[config.mk]
export PLATFORM = sky130hd
export DESIGN_NAME = numeric_entry_notify
export DESIGN_NICKNAME = d
export VERILOG_FILES = /design/src/entry_notify_pkg.sv /design/src/numeric_entry_notify.sv /design/src/bin_to_bcd.sv
export SDC_FILE = /design/constraint.sdc
export NUM_CORES = 1
export LEC_CHECK = 0
export ABC_AREA = 0
export BUFFER_PORTS_ARGS = -buffer_cell sky130_fd_sc_hd__buf_2
export CAP_MARGIN = 20
export CORE_ASPECT_RATIO = 0.5
export CORE_MARGIN = 2
export CORE_UTILIZATION = 25
export CTS_CLUSTER_DIAMETER = 30
export DETAILED_ROUTE_END_ITERATION = 10
export GPL_TIMING_DRIVEN = 1
export PLACE_DENSITY_LB_ADDON = 0.3
export SYNTH_ARGS = -nofsm -noshare
export SYNTH_HDL_FRONTEND = slang
export SYNTH_SLANG_ARGS = --single-unit
export TNS_END_PERCENT = 20
[constraint.sdc]
create_clock -name ref_clk -period 3.3 [get_ports ref_clk]
set_input_delay 0.33 -clock ref_clk [delete_from_list [all_inputs] [get_ports ref_clk]]
set_output_delay 0.33 -clock ref_clk [all_outputs]
set_load 0.01 [all_outputs]
[src/entry_notify_pkg.sv]
// constants for the numeric entry notify block
package entry_notify_pkg;
  localparam int unsigned TABLE_W       = 9;
  localparam logic [8:0]  TABLE_MAX     = 9'h1FF;
  localparam int unsigned BCD_W         = 12;
  localparam int unsigned WORD_W        = 16;
  localparam int unsigned ADDR_W        = 16;
  localparam logic [3:0]  STROBE_BIT    = 4'hB;
  localparam logic [15:0] STROBE_SET    = 16'h0800;
  localparam logic [15:0] STROBE_CLR    = 16'h0000;
  localparam logic [15:0] OFS_FLAG_WORD = 16'h0000;
  localparam logic [15:0] OFS_TABLE_WORD = 16'h0001;
  localparam logic [3:0]  DIGIT_TEN     = 4'hA;
  localparam int unsigned CONV_STEPS    = 9;
  // minimum strobe high time so the controller's scan sees the edge
  localparam int unsigned HOLD_NS       = 1000;
  localparam int unsigned CLK_NS        = 100;
  localparam int unsigned HOLD_CYC      = (HOLD_NS + CLK_NS - 1) / CLK_NS;
  localparam logic [7:0]  HOLD_CYC_W    = 8'(HOLD_CYC);
endpackage

[src/numeric_entry_notify.sv]
// numeric entry notify: writes table index then strobe into host memory
//
// Operation
// RQ1: set strobe flag when entry completes
// RQ2: write changed table index to table word
// RQ3: index coded as three bcd digits
// RQ4: clear strobe after it was delivered
// RQ5: host samples index on strobe rising edge
// RQ6: host keeps area out of timer/counter
// RQ7: host then reads the table's own word
// RQ8: reported indices stay within 000 to 511
// RQ9: index written before strobe rises
`timescale 1ns/1ps
module numeric_entry_notify
  import entry_notify_pkg::*;
(
  // clock and reset
  input  wire logic                                  ref_clk,
  input  wire logic                                  nrst,
  // operator entry event
  input  wire logic                                  entry_done,
  input  wire logic [entry_notify_pkg::TABLE_W-1:0]  entry_table,
  // base of the notify area in host memory
  input  wire logic [entry_notify_pkg::ADDR_W-1:0]   area_base,
  // host memory write port (serial link framer behind it)
  output logic                                       wr_req,
  output logic [entry_notify_pkg::ADDR_W-1:0]        wr_addr,
  output logic [entry_notify_pkg::WORD_W-1:0]        wr_data,
  input  wire logic                                  wr_ack,
  // status
  output logic                                       busy,
  output logic                                       entry_dropped
);
  typedef enum logic [2:0] {
    S_IDLE, S_CONV, S_WR_TABLE, S_WR_SET, S_HOLD, S_WR_CLR
  } state_t;

  // report sequencer
  state_t              state_r;
  state_t              state_nxt;
  // one-deep entry holding stage
  logic                pend_r;
  logic [TABLE_W-1:0]  pend_tab_r;
  // entry being reported
  logic [TABLE_W-1:0]  cur_tab_r;
  logic [7:0]          hold_r;
  // converter handshake
  logic                conv_go_r;
  logic                conv_done;
  logic [BCD_W-1:0]    conv_bcd;
  // decoded events
  logic                entry_ok;
  logic                take_pend;
  logic                ack_seen;
  logic                hold_last;

  // the bound never rejects a 9-bit index; it pins down the legal range
  assign entry_ok  = entry_done && (entry_table <= TABLE_MAX); // [RQ8]
  assign take_pend = (state_r == S_IDLE) && pend_r;
  // a write counts as taken only on an edge where request and ack meet
  assign ack_seen  = wr_req && wr_ack;
  assign hold_last = (hold_r == 8'h01);

  bin_to_bcd u_conv (
    .ref_clk (ref_clk),
    .nrst    (nrst),
    .start   (conv_go_r),
    .bin_in  (cur_tab_r),
    .done    (conv_done),
    .bcd_out (conv_bcd)
  );

  function automatic logic [ADDR_W-1:0] area_addr(
    input logic [ADDR_W-1:0] base, input logic [ADDR_W-1:0] ofs);
    area_addr = ADDR_W'(base + ofs);
  endfunction

  // one entry may wait while another is being reported; a later one
  // replaces it, since the host only needs the newest table per edge
  always_ff @(posedge ref_clk or negedge nrst) begin
    if (!nrst) begin
      pend_r     <= 1'b0;
      pend_tab_r <= '0;
    end else begin
      if (entry_ok) begin
        pend_r     <= 1'b1;
        pend_tab_r <= entry_table;
      end else if (take_pend) begin
        pend_r <= 1'b0;
      end
    end
  end

  // a hand-over in idle is no loss: the old entry leaves as the new one
  // arrives, so only an overwrite while reporting is flagged
  always_ff @(posedge ref_clk or negedge nrst) begin
    if (!nrst) begin
      entry_dropped <= 1'b0;
    end else begin
      entry_dropped <= entry_ok && pend_r && (state_r != S_IDLE);
    end
  end

  always_comb begin
    state_nxt = state_r;
    unique case (state_r)
      S_IDLE: begin
        if (pend_r) begin
          state_nxt = S_CONV;
        end
      end
      S_CONV: begin
        if (conv_done) begin
          state_nxt = S_WR_TABLE;
        end
      end
      S_WR_TABLE: begin
        if (ack_seen) begin // [RQ9]
          state_nxt = S_WR_SET;
        end
      end
      S_WR_SET: begin
        if (ack_seen) begin
          state_nxt = S_HOLD;
        end
      end
      S_HOLD: begin
        if (hold_last) begin
          state_nxt = S_WR_CLR;
        end
      end
      S_WR_CLR: begin
        if (ack_seen) begin
          state_nxt = S_IDLE;
        end
      end
    endcase
  end

  always_ff @(posedge ref_clk or negedge nrst) begin
    if (!nrst) begin
      state_r <= S_IDLE;
    end else begin
      state_r <= state_nxt;
    end
  end

  // one start pulse per entry: a level start would relaunch the converter
  // on the edge it finishes and leave a stray done pulse behind
  always_ff @(posedge ref_clk or negedge nrst) begin
    if (!nrst) begin
      conv_go_r <= 1'b0;
    end else begin
      conv_go_r <= take_pend;
    end
  end

  always_ff @(posedge ref_clk or negedge nrst) begin
    if (!nrst) begin
      cur_tab_r <= '0;
    end else if (take_pend) begin
      cur_tab_r <= pend_tab_r;
    end
  end

  // write port: index word, strobe set, pause, strobe clear
  always_ff @(posedge ref_clk or negedge nrst) begin
    if (!nrst) begin
      wr_req  <= 1'b0;
      wr_addr <= '0;
      wr_data <= '0;
    end else begin
      unique case (state_r)
        S_IDLE: begin
          wr_req <= 1'b0;
        end
        S_CONV: begin
          if (conv_done) begin
            wr_req  <= 1'b1;
            wr_addr <= area_addr(area_base, OFS_TABLE_WORD);
            wr_data <= {{(WORD_W-BCD_W){1'b0}}, conv_bcd}; // [RQ2] [RQ3]
          end
        end
        S_WR_TABLE: begin
          // strobe write only after the index write was taken
          if (ack_seen) begin // [RQ9]
            wr_addr <= area_addr(area_base, OFS_FLAG_WORD);
            wr_data <= STROBE_SET; // [RQ1]
          end
        end
        S_WR_SET: begin
          if (ack_seen) begin
            wr_req <= 1'b0;
          end
        end
        S_HOLD: begin
          // address still points at the flag word
          if (hold_last) begin
            wr_req  <= 1'b1;
            wr_data <= STROBE_CLR; // [RQ4]
          end
        end
        S_WR_CLR: begin
          if (ack_seen) begin
            wr_req <= 1'b0;
          end
        end
      endcase
    end
  end

  // keep the strobe high long enough for a scanning host to see the edge
  always_ff @(posedge ref_clk or negedge nrst) begin
    if (!nrst) begin
      hold_r <= 8'h00;
    end else if (state_r == S_WR_SET && ack_seen) begin
      hold_r <= HOLD_CYC_W;
    end else if (state_r == S_HOLD) begin
      hold_r <= 8'(hold_r - 8'h01);
    end
  end

  // busy spans the whole report, from taking the entry to the clear ack
  always_ff @(posedge ref_clk or negedge nrst) begin
    if (!nrst) begin
      busy <= 1'b0;
    end else if (take_pend) begin
      busy <= 1'b1;
    end else if (state_r == S_WR_CLR && ack_seen) begin
      busy <= 1'b0;
    end
  end
endmodule

[src/bin_to_bcd.sv]
// sequential binary to three digit bcd converter (double dabble)
`timescale 1ns/1ps
module bin_to_bcd
  import entry_notify_pkg::*;
(
  // clock and reset
  input  wire logic                            ref_clk,
  input  wire logic                            nrst,
  // request
  input  wire logic                            start,
  input  wire logic [entry_notify_pkg::TABLE_W-1:0] bin_in,
  // result
  output logic                                 done,
  output logic [entry_notify_pkg::BCD_W-1:0]   bcd_out
);
  logic [TABLE_W-1:0] shreg_r;
  logic [BCD_W-1:0]   acc_r;
  logic [3:0]         step_r;
  logic               busy_r;

  function automatic logic [3:0] adj(input logic [3:0] d);
    adj = (d >= 4'h5) ? 4'(d + 4'h3) : d;
  endfunction

  logic [BCD_W-1:0] acc_adj;
  always_comb begin
    acc_adj = {adj(acc_r[11:8]), adj(acc_r[7:4]), adj(acc_r[3:0])};
  end

  always_ff @(posedge ref_clk or negedge nrst) begin
    if (!nrst) begin
      shreg_r <= '0;
      acc_r   <= '0;
      step_r  <= 4'h0;
      busy_r  <= 1'b0;
      done    <= 1'b0;
      bcd_out <= '0;
    end else begin
      done <= 1'b0;
      if (start && !busy_r) begin
        shreg_r <= bin_in;
        acc_r   <= '0;
        step_r  <= 4'h0;
        busy_r  <= 1'b1;
      end else if (busy_r) begin
        acc_r   <= {acc_adj[BCD_W-2:0], shreg_r[TABLE_W-1]};
        shreg_r <= {shreg_r[TABLE_W-2:0], 1'b0};
        step_r  <= 4'(step_r + 4'h1);
        if (step_r == 4'(CONV_STEPS - 1)) begin
          busy_r  <= 1'b0;
          done    <= 1'b1;
          bcd_out <= {acc_adj[BCD_W-2:0], shreg_r[TABLE_W-1]}; // [RQ3]
        end
      end
    end
  end
endmodule

==> results of run 1 <==
==> layer usage <==
layer / wire, um / vias up / global-route usage [%] / part of all wire (%)
met1: 5120 / 1612 / 14.7 / 51
met4: 121 / 0 / 3.44 / 1.2
met5: 0 / - / 0 / 0
li1: - / 1651 / - / -
met2: 4440 / 46 / 16.9 / 44
met3: 326 / 8 / 2.73 / 3.3
==> stage by stage <==
step	hold slack, ns	worst slack [ns]	cell area [um^2]
2_1_floorplan	0.0344	1.63	4770
3_3_place_gp	0.463	1.26	5350
3_5_place_dp	0.470	1.20	5350
4_1_cts	0.111	1.17	5670
5_1_grt	0.138	0.970	5670
6_report	0.0710	1.17	5670
==> final cells by class <==
cell class,count,share of cell area (%)
Inverter,17,1.13
Multi-Input combinational cell,298,36.5
Timing Repair Buffer,67,6.54
Clock buffer,9,3.98
Clock inverter,7,1.57
Tap cell,259,5.72
Sequential cell,101,44.6
==> flip-flops by register name (all words and copies together) (netlist names) <==
register	flops
wr_addr	16
u_conv.acc_r	12
u_conv.bcd_out	12
wr_data	12
cur_tab_r	9
pend_tab_r	9
u_conv.shreg_r	9
hold_r	8
u_conv.step_r	4
state_r	3
busy	1
conv_go_r	1
entry_dropped	1
pend_r	1
u_conv.busy_r	1
u_conv.done	1
wr_req	1
==> how the worst max path moves through the flow <==
stage | startpoint | to | slack (ns) | cells after the start
final | state_r[0] | wr_data[4] | 1.17 | 5
after global routing | state_r[0] | wr_data[9] | 0.97 | 5
after CTS | state_r[0] | wr_data[6] | 1.17 | 5
after detailed placement | state_r[0] | wr_data[8] | 1.20 | 5
after global placement | state_r[0] | wr_data[8] | 1.26 | 5
after floorplan | area_base[5] | wr_addr[13] | 1.63 | 5
==> critical path, cell delays in order, from the launching register on <==
cell      delay, ns
dfrtp_1        0.65
nand3b_1       0.20
a21oi_2        0.19
buf_4          0.33
and2_1         0.47
a22o_1         0.20
==> cell families (layout without fill, tap and decap cells) <==
kind of cell	count (synthesis)	in the layout
fa+ha+maj	12	12
xor+xnor	19	19
other cells	1	4
simple gates	134	134
compound gates	88	88
buf+inv	41	100
flops	101	101
mux	41	41
==> report_power, final <==
| group | total (uW) | switching, uW | internal, uW |
|---|---|---|---|
| clock | 1080 | 539 | 546 |
| sequential | 2130 | 382 | 1750 |
| combinational | 1820 | 944 | 875 |
==> layout by cell type, fill, tap and decap left out, types with 4 or more instances in the layout <==
cell | Yosys | routed
buf_4 | 4 | 8
mux2i_1 | 18 | 18
mux2_2 | 18 | 18
mux2_1 | 5 | 5
clkbuf_16 | 0 | 9
nor2_1 | 32 | 32
inv_1 | 17 | 17
nor3_1 | 5 | 5
ha_1 | 11 | 11
or4_1 | 5 | 5
nor3b_1 | 7 | 7
a21o_1 | 6 | 6
nand4_1 | 5 | 5
xor2_1 | 5 | 5
o21ai_0 | 23 | 23
xnor2_1 | 14 | 14
and2_1 | 4 | 4
dfrtp_1 | 101 | 101
a22o_1 | 15 | 15
buf_2 | 5 | 58
nand2_1 | 36 | 36
o31ai_1 | 8 | 8
nand3_1 | 8 | 8
a31oi_1 | 7 | 7
conb_1 | 1 | 4
nand2b_1 | 11 | 11
a21oi_1 | 21 | 20
==> reports/metrics.csv, run 1 <==
metric,value,unit
Max-cap violations,0,
Synth Area in Adders,3.11,%
Leakage,0.00251,uW
Hold Fails Final Rpt,0,
Fmax,470,MHz
share of layout cells above drive strength 1,22.0,%
DP Cell Count,742,
CP endpoint kind,flop,
Peak VDD IR,250,uV
die span in x,199,um
mux share of post-synthesis cell area,9.24,%
Final ANT Viol Nets,0,
"top cells by area, synth","dfrtp_1, mux2_2, mux2i_1",
DRC Markers,0,
dominant cell type by area after synthesis,dfrtp_1,
# setup viols final,0,
fin cells,758,
clk_lat worst skew,0.36,ns
main combinational cell family by area after synthesis,simple AND/OR/NAND/NOR gates,
Root Driver,clkbuf_16,
Synth Register Bits,101,
Critical Path Start Type,flop,
PortBufs,59,
largest net degree at the start of global routing,63,
I/O pins,64,
Post-Syn Instances,437,
simple-gate share of the synthesized area,15.1,%
most common flop cell mapped by yosys,dfrtp_1,
Post-synth ARST share,100,%
RSZ-0062 raised after global routing,false,
reg2reg path depth,5,
dpl hpwl,7.09,mm
Pwr per Cell Area,889,nW/um^2
GP Congestion,0.749,
actual slew at the worst max-slew pin,0.841,ns
area of the multi-input gates,2070,um^2
vias per std cell,4.38,
DR WL/cell,13.2,um
CTS Buffer Depth,2,
r2r setup slk,1.17,ns
reg-to-reg critical path startpoint,state_r[0],
row cnt,35,
Synth top cells by count,"dfrtp_1, nand2_1, nor2_1",
Total Routing Usage GR,10.8,%
fin util,30.6,%
post-CTS setup buffers,0,
"Req. time, crit path",3.59,ns
grt total ovfl,0,
most common cell in the netlist,dfrtp_1,
max-slew violations,0,
die span in y,102,um
die area,20200,um^2
number of antenna violations at the first check in global routing,0,
Worst-path clk slew,0.08,ns
vias in the first global route,3240,
CTS buffer count,9,
skew final,0.0123,ns
Hold Path Class,in2async,
setup_tns,0,ns
reg-to-reg critical path endpoint,wr_data[4],
"Cell Area, Synth",4750,um^2
CTS tree,built,
nets,534,
global-route wire length before repair,16.9,mm
status,"complete, no violations",
drt first-iter violations,153,
yosys warns,0,
CTS Hold Buffers Added,0,
Post-synth EDFFs,0,
crit path kind,reg2reg,
number of inserted diodes,0,
Power Total,5040,uW
TritonRoute pass-1 iters,4,
"Period Utilization, post-route",64.5,%
"Arr. time, crit path",2.42,ns
H-tree depth,3,
minimum clock period,2.13,ns
mean post-synth cell area,10.9,um^2
sequential area share after synthesis,53.2,%
CP Max Fanout,32,
clk sinks,101,
final wirelength,10.0,mm
Core Region,18500,um^2
P&R area growth vs syn,19.2,%
share of the synthesized area in the top cell type,53.2,%
vias,3317,
Initial Util,25.7,%
post-cts resize count,0,
Post-Synth XOR/XNOR Area,3.50,%
fill cell count,1916,
Slew HR,43.7,%
post-synthesis compound-gate area fraction,11.9,%
sequential cell area,2530,um^2
"Distinct cells, synth",48,
(Power assumes the default switching activity.)
==> run 2, diff against run 1 <==
- clock period: 3.3 -> 1.8 ns (I/O delays scaled with it)
==> reports/metrics.csv, run 2 (synthesized netlist as in run 1, its figures left out) <==
metric,value,unit,change
status,"complete, no violations",,
Fmax,585,MHz,+25%
pre-CTS setup slack,0.0942,ns,-1.11 ns
vias in the first global route,3433,,+6.0%
Bufs and invs on worst path,0,,-1
die span in x,199,um,unchanged
cell depth of the worst setup path,4,,-1
Worst path max stage delay,0.52,ns,-0.13 ns
minimum clock period,1.71,ns,-0.420 ns
reg-to-reg critical path endpoint,hold_r[5],,
most frequent cells in the layout,"dfrtp_1, buf_2, nand2_1, nor2_1, o21ai_0",,
Total Routing Usage GR,10.9,%,+0.11 points
RSZ-0062 raised after global routing,true,,
Hold Path Class,in2reg,,
# setup viols final,0,,unchanged
I/O pins,64,,unchanged
Worst-path clk slew,0.08,ns,about the same
dpl hpwl,7.43,mm,+4.8%
actual slew at the worst max-slew pin,0.538,ns,-0.302 ns
Largest register FFs,16,,unchanged
r2r setup slk,0.09,ns,-1.08 ns
"Req. time, crit path",2.04,ns,-1.55 ns
Hold Fails Final Rpt,0,,unchanged
row cnt,35,,unchanged
die span in y,102,um,unchanged
Final ANT Viol Nets,0,,unchanged
H-tree depth,3,,unchanged
Max-cap violations,0,,unchanged
CP endpoint kind,flop,,
reg2reg path depth,4,,-1
global-route wire length before repair,17.3,mm,+2.0%
CP Max Fanout,8,,-75%
CTS tree,built,,
Initial Util,25.7,%,unchanged
drt first-iter violations,170,,+11%
max-slew violations,0,,unchanged
Leakage,0.00259,uW,+3.1%
Core Region,18500,um^2,unchanged
vias,3418,,+3.0%
CTS Buffer Depth,2,,unchanged
Root Driver,clkbuf_16,,
Pwr per Cell Area,1610,nW/um^2,+81%
clk sinks,101,,unchanged
nets,549,,+2.8%
Peak VDD IR,489,uV,+96%
"most common cell after layout, fill and taps aside",dfrtp_1,,
Critical Path Start Type,flop,,
grt total ovfl,0,,unchanged
CP Cell Sequence,or3b_1 > nor4_1 > xnor2_1 > nor2_1,,
final worst slack,0.0913,ns,-1.08 ns
die area,20200,um^2,unchanged
P&R area growth vs syn,21.9,%,
Biggest register,wr_addr,,
PortBufs,59,,unchanged
TritonRoute pass-1 iters,4,,unchanged
CTS buffer count,9,,unchanged
CP Launch Point,state_r[2],,
clk_lat worst skew,0.35,ns,about the same
Slew HR,64.0,%,+20 points
"Slowest-stage cell, CP",or3b_1,,
number of inserted diodes,0,,unchanged
"Period Utilization, post-route",94.9,%,+30 points
crit path capture,hold_r[5],,
crit-path leading delay family,simple AND/OR/NAND/NOR gates,,
"Arr. time, crit path",1.95,ns,-0.47 ns
post-CTS setup buffers,0,,unchanged
final wirelength,10.1,mm,+1.1%
number of antenna violations at the first check in global routing,0,,unchanged
largest net degree at the start of global routing,38,,-40%
DR WL/cell,13.1,um,-0.82%
crit path kind,reg2reg,,
reg-to-reg critical path startpoint,state_r[2],,
skew final,0.00789,ns,-0.00441 ns
fill cell count,1906,,-0.52%
share of layout cells above drive strength 1,24.5,%,+2.5 points
GP Congestion,0.753,,+0.53%
Power Total,9330,uW,+85%
DRC Markers,0,,unchanged
vias per std cell,4.42,,+1.0%
[run 2: cell types whose count changed in the layout (fill, tap and decap cells not counted), sizes merged]
| cell | before | now |
|---|---|---|
| inv | 20 | 22 |
| dlygate4sd3 | 0 | 1 |
| buf | 67 | 81 |
| clkinv | 4 | 2 |
[run 2: area by class of cell]
class | count | area (um^2) | share of cell area, %
clock inverter | 7 | 73.8 | 1.27
clock buffer | 9 | 225 | 3.89
timing repair buffer | 82 | 510 | 8.81
sequential | 101 | 2530 | 43.6
tap | 259 | 324 | 5.59
multi-input combinational | 298 | 2070 | 35.7
inverter | 17 | 63.8 | 1.10
[run 2: stage by stage]
stage / cell area, um^2 / hold WS, ns / instances / utilization, % / TNS (ns)
6_report: 5790 / 0.0481 / 773 / 31.3 / 0
5_1_grt: 5790 / 0.0346 / 773 / 31.3 / -0.0113
4_1_cts: 5790 / 0.0371 / 773 / 31.3 / 0
3_5_place_dp: 5480 / 0.191 / 756 / 29.6 / 0
3_3_place_gp: 5480 / 0.195 / 756 / 29.6 / 0
2_1_floorplan: 4770 / -0.116 / 440 / - / 0
[run 2: how the worst min path moves through the flow]
stage	start	to	slack (ns)	cells past startpoint
floorplan	nrst	busy	-0.12	0
global placement	nrst	u_conv.step_r[2]	0.19	1
detailed placement	nrst	u_conv.step_r[2]	0.19	1
CTS	entry_table[5]	pend_tab_r[5]	0.04	2
global route	entry_table[5]	pend_tab_r[5]	0.03	2
finish	entry_table[5]	pend_tab_r[5]	0.05	2
[run 2: where the power goes]
group	switching, uW	internal (uW)	total [uW]	leakage, uW
Sequential	645	3220	3860	0.00124
Clock	987	989	1980	0.000148
Combinational	1790	1710	3500	0.00121
Total	3420	5910	9330	0.00259
[run 2: worst reg2reg max path, delay by kind of cell, from the launching register on]
family	cells	cell delay, ns
AND/OR/NAND/NOR	3	0.95
flip-flops	1	0.48
XOR/XNOR	1	0.17
[run 2: repair_timing]
item | 4_1_cts | 5_1_grt
resized for setup | 0 | 2
hold endpoints to repair | 34 | 0
setup endpoints to repair | 0 | 16
hold buffers | 1 | 0
[run 2: metal layers]
layer	global-route usage, %	up-vias	part of all wire (%)
met1	14.1	1678	49
met3	2.93	9	3.5
met5	0	-	0
met2	17.9	44	46
met4	3.27	0	1.1
li1	-	1687	-
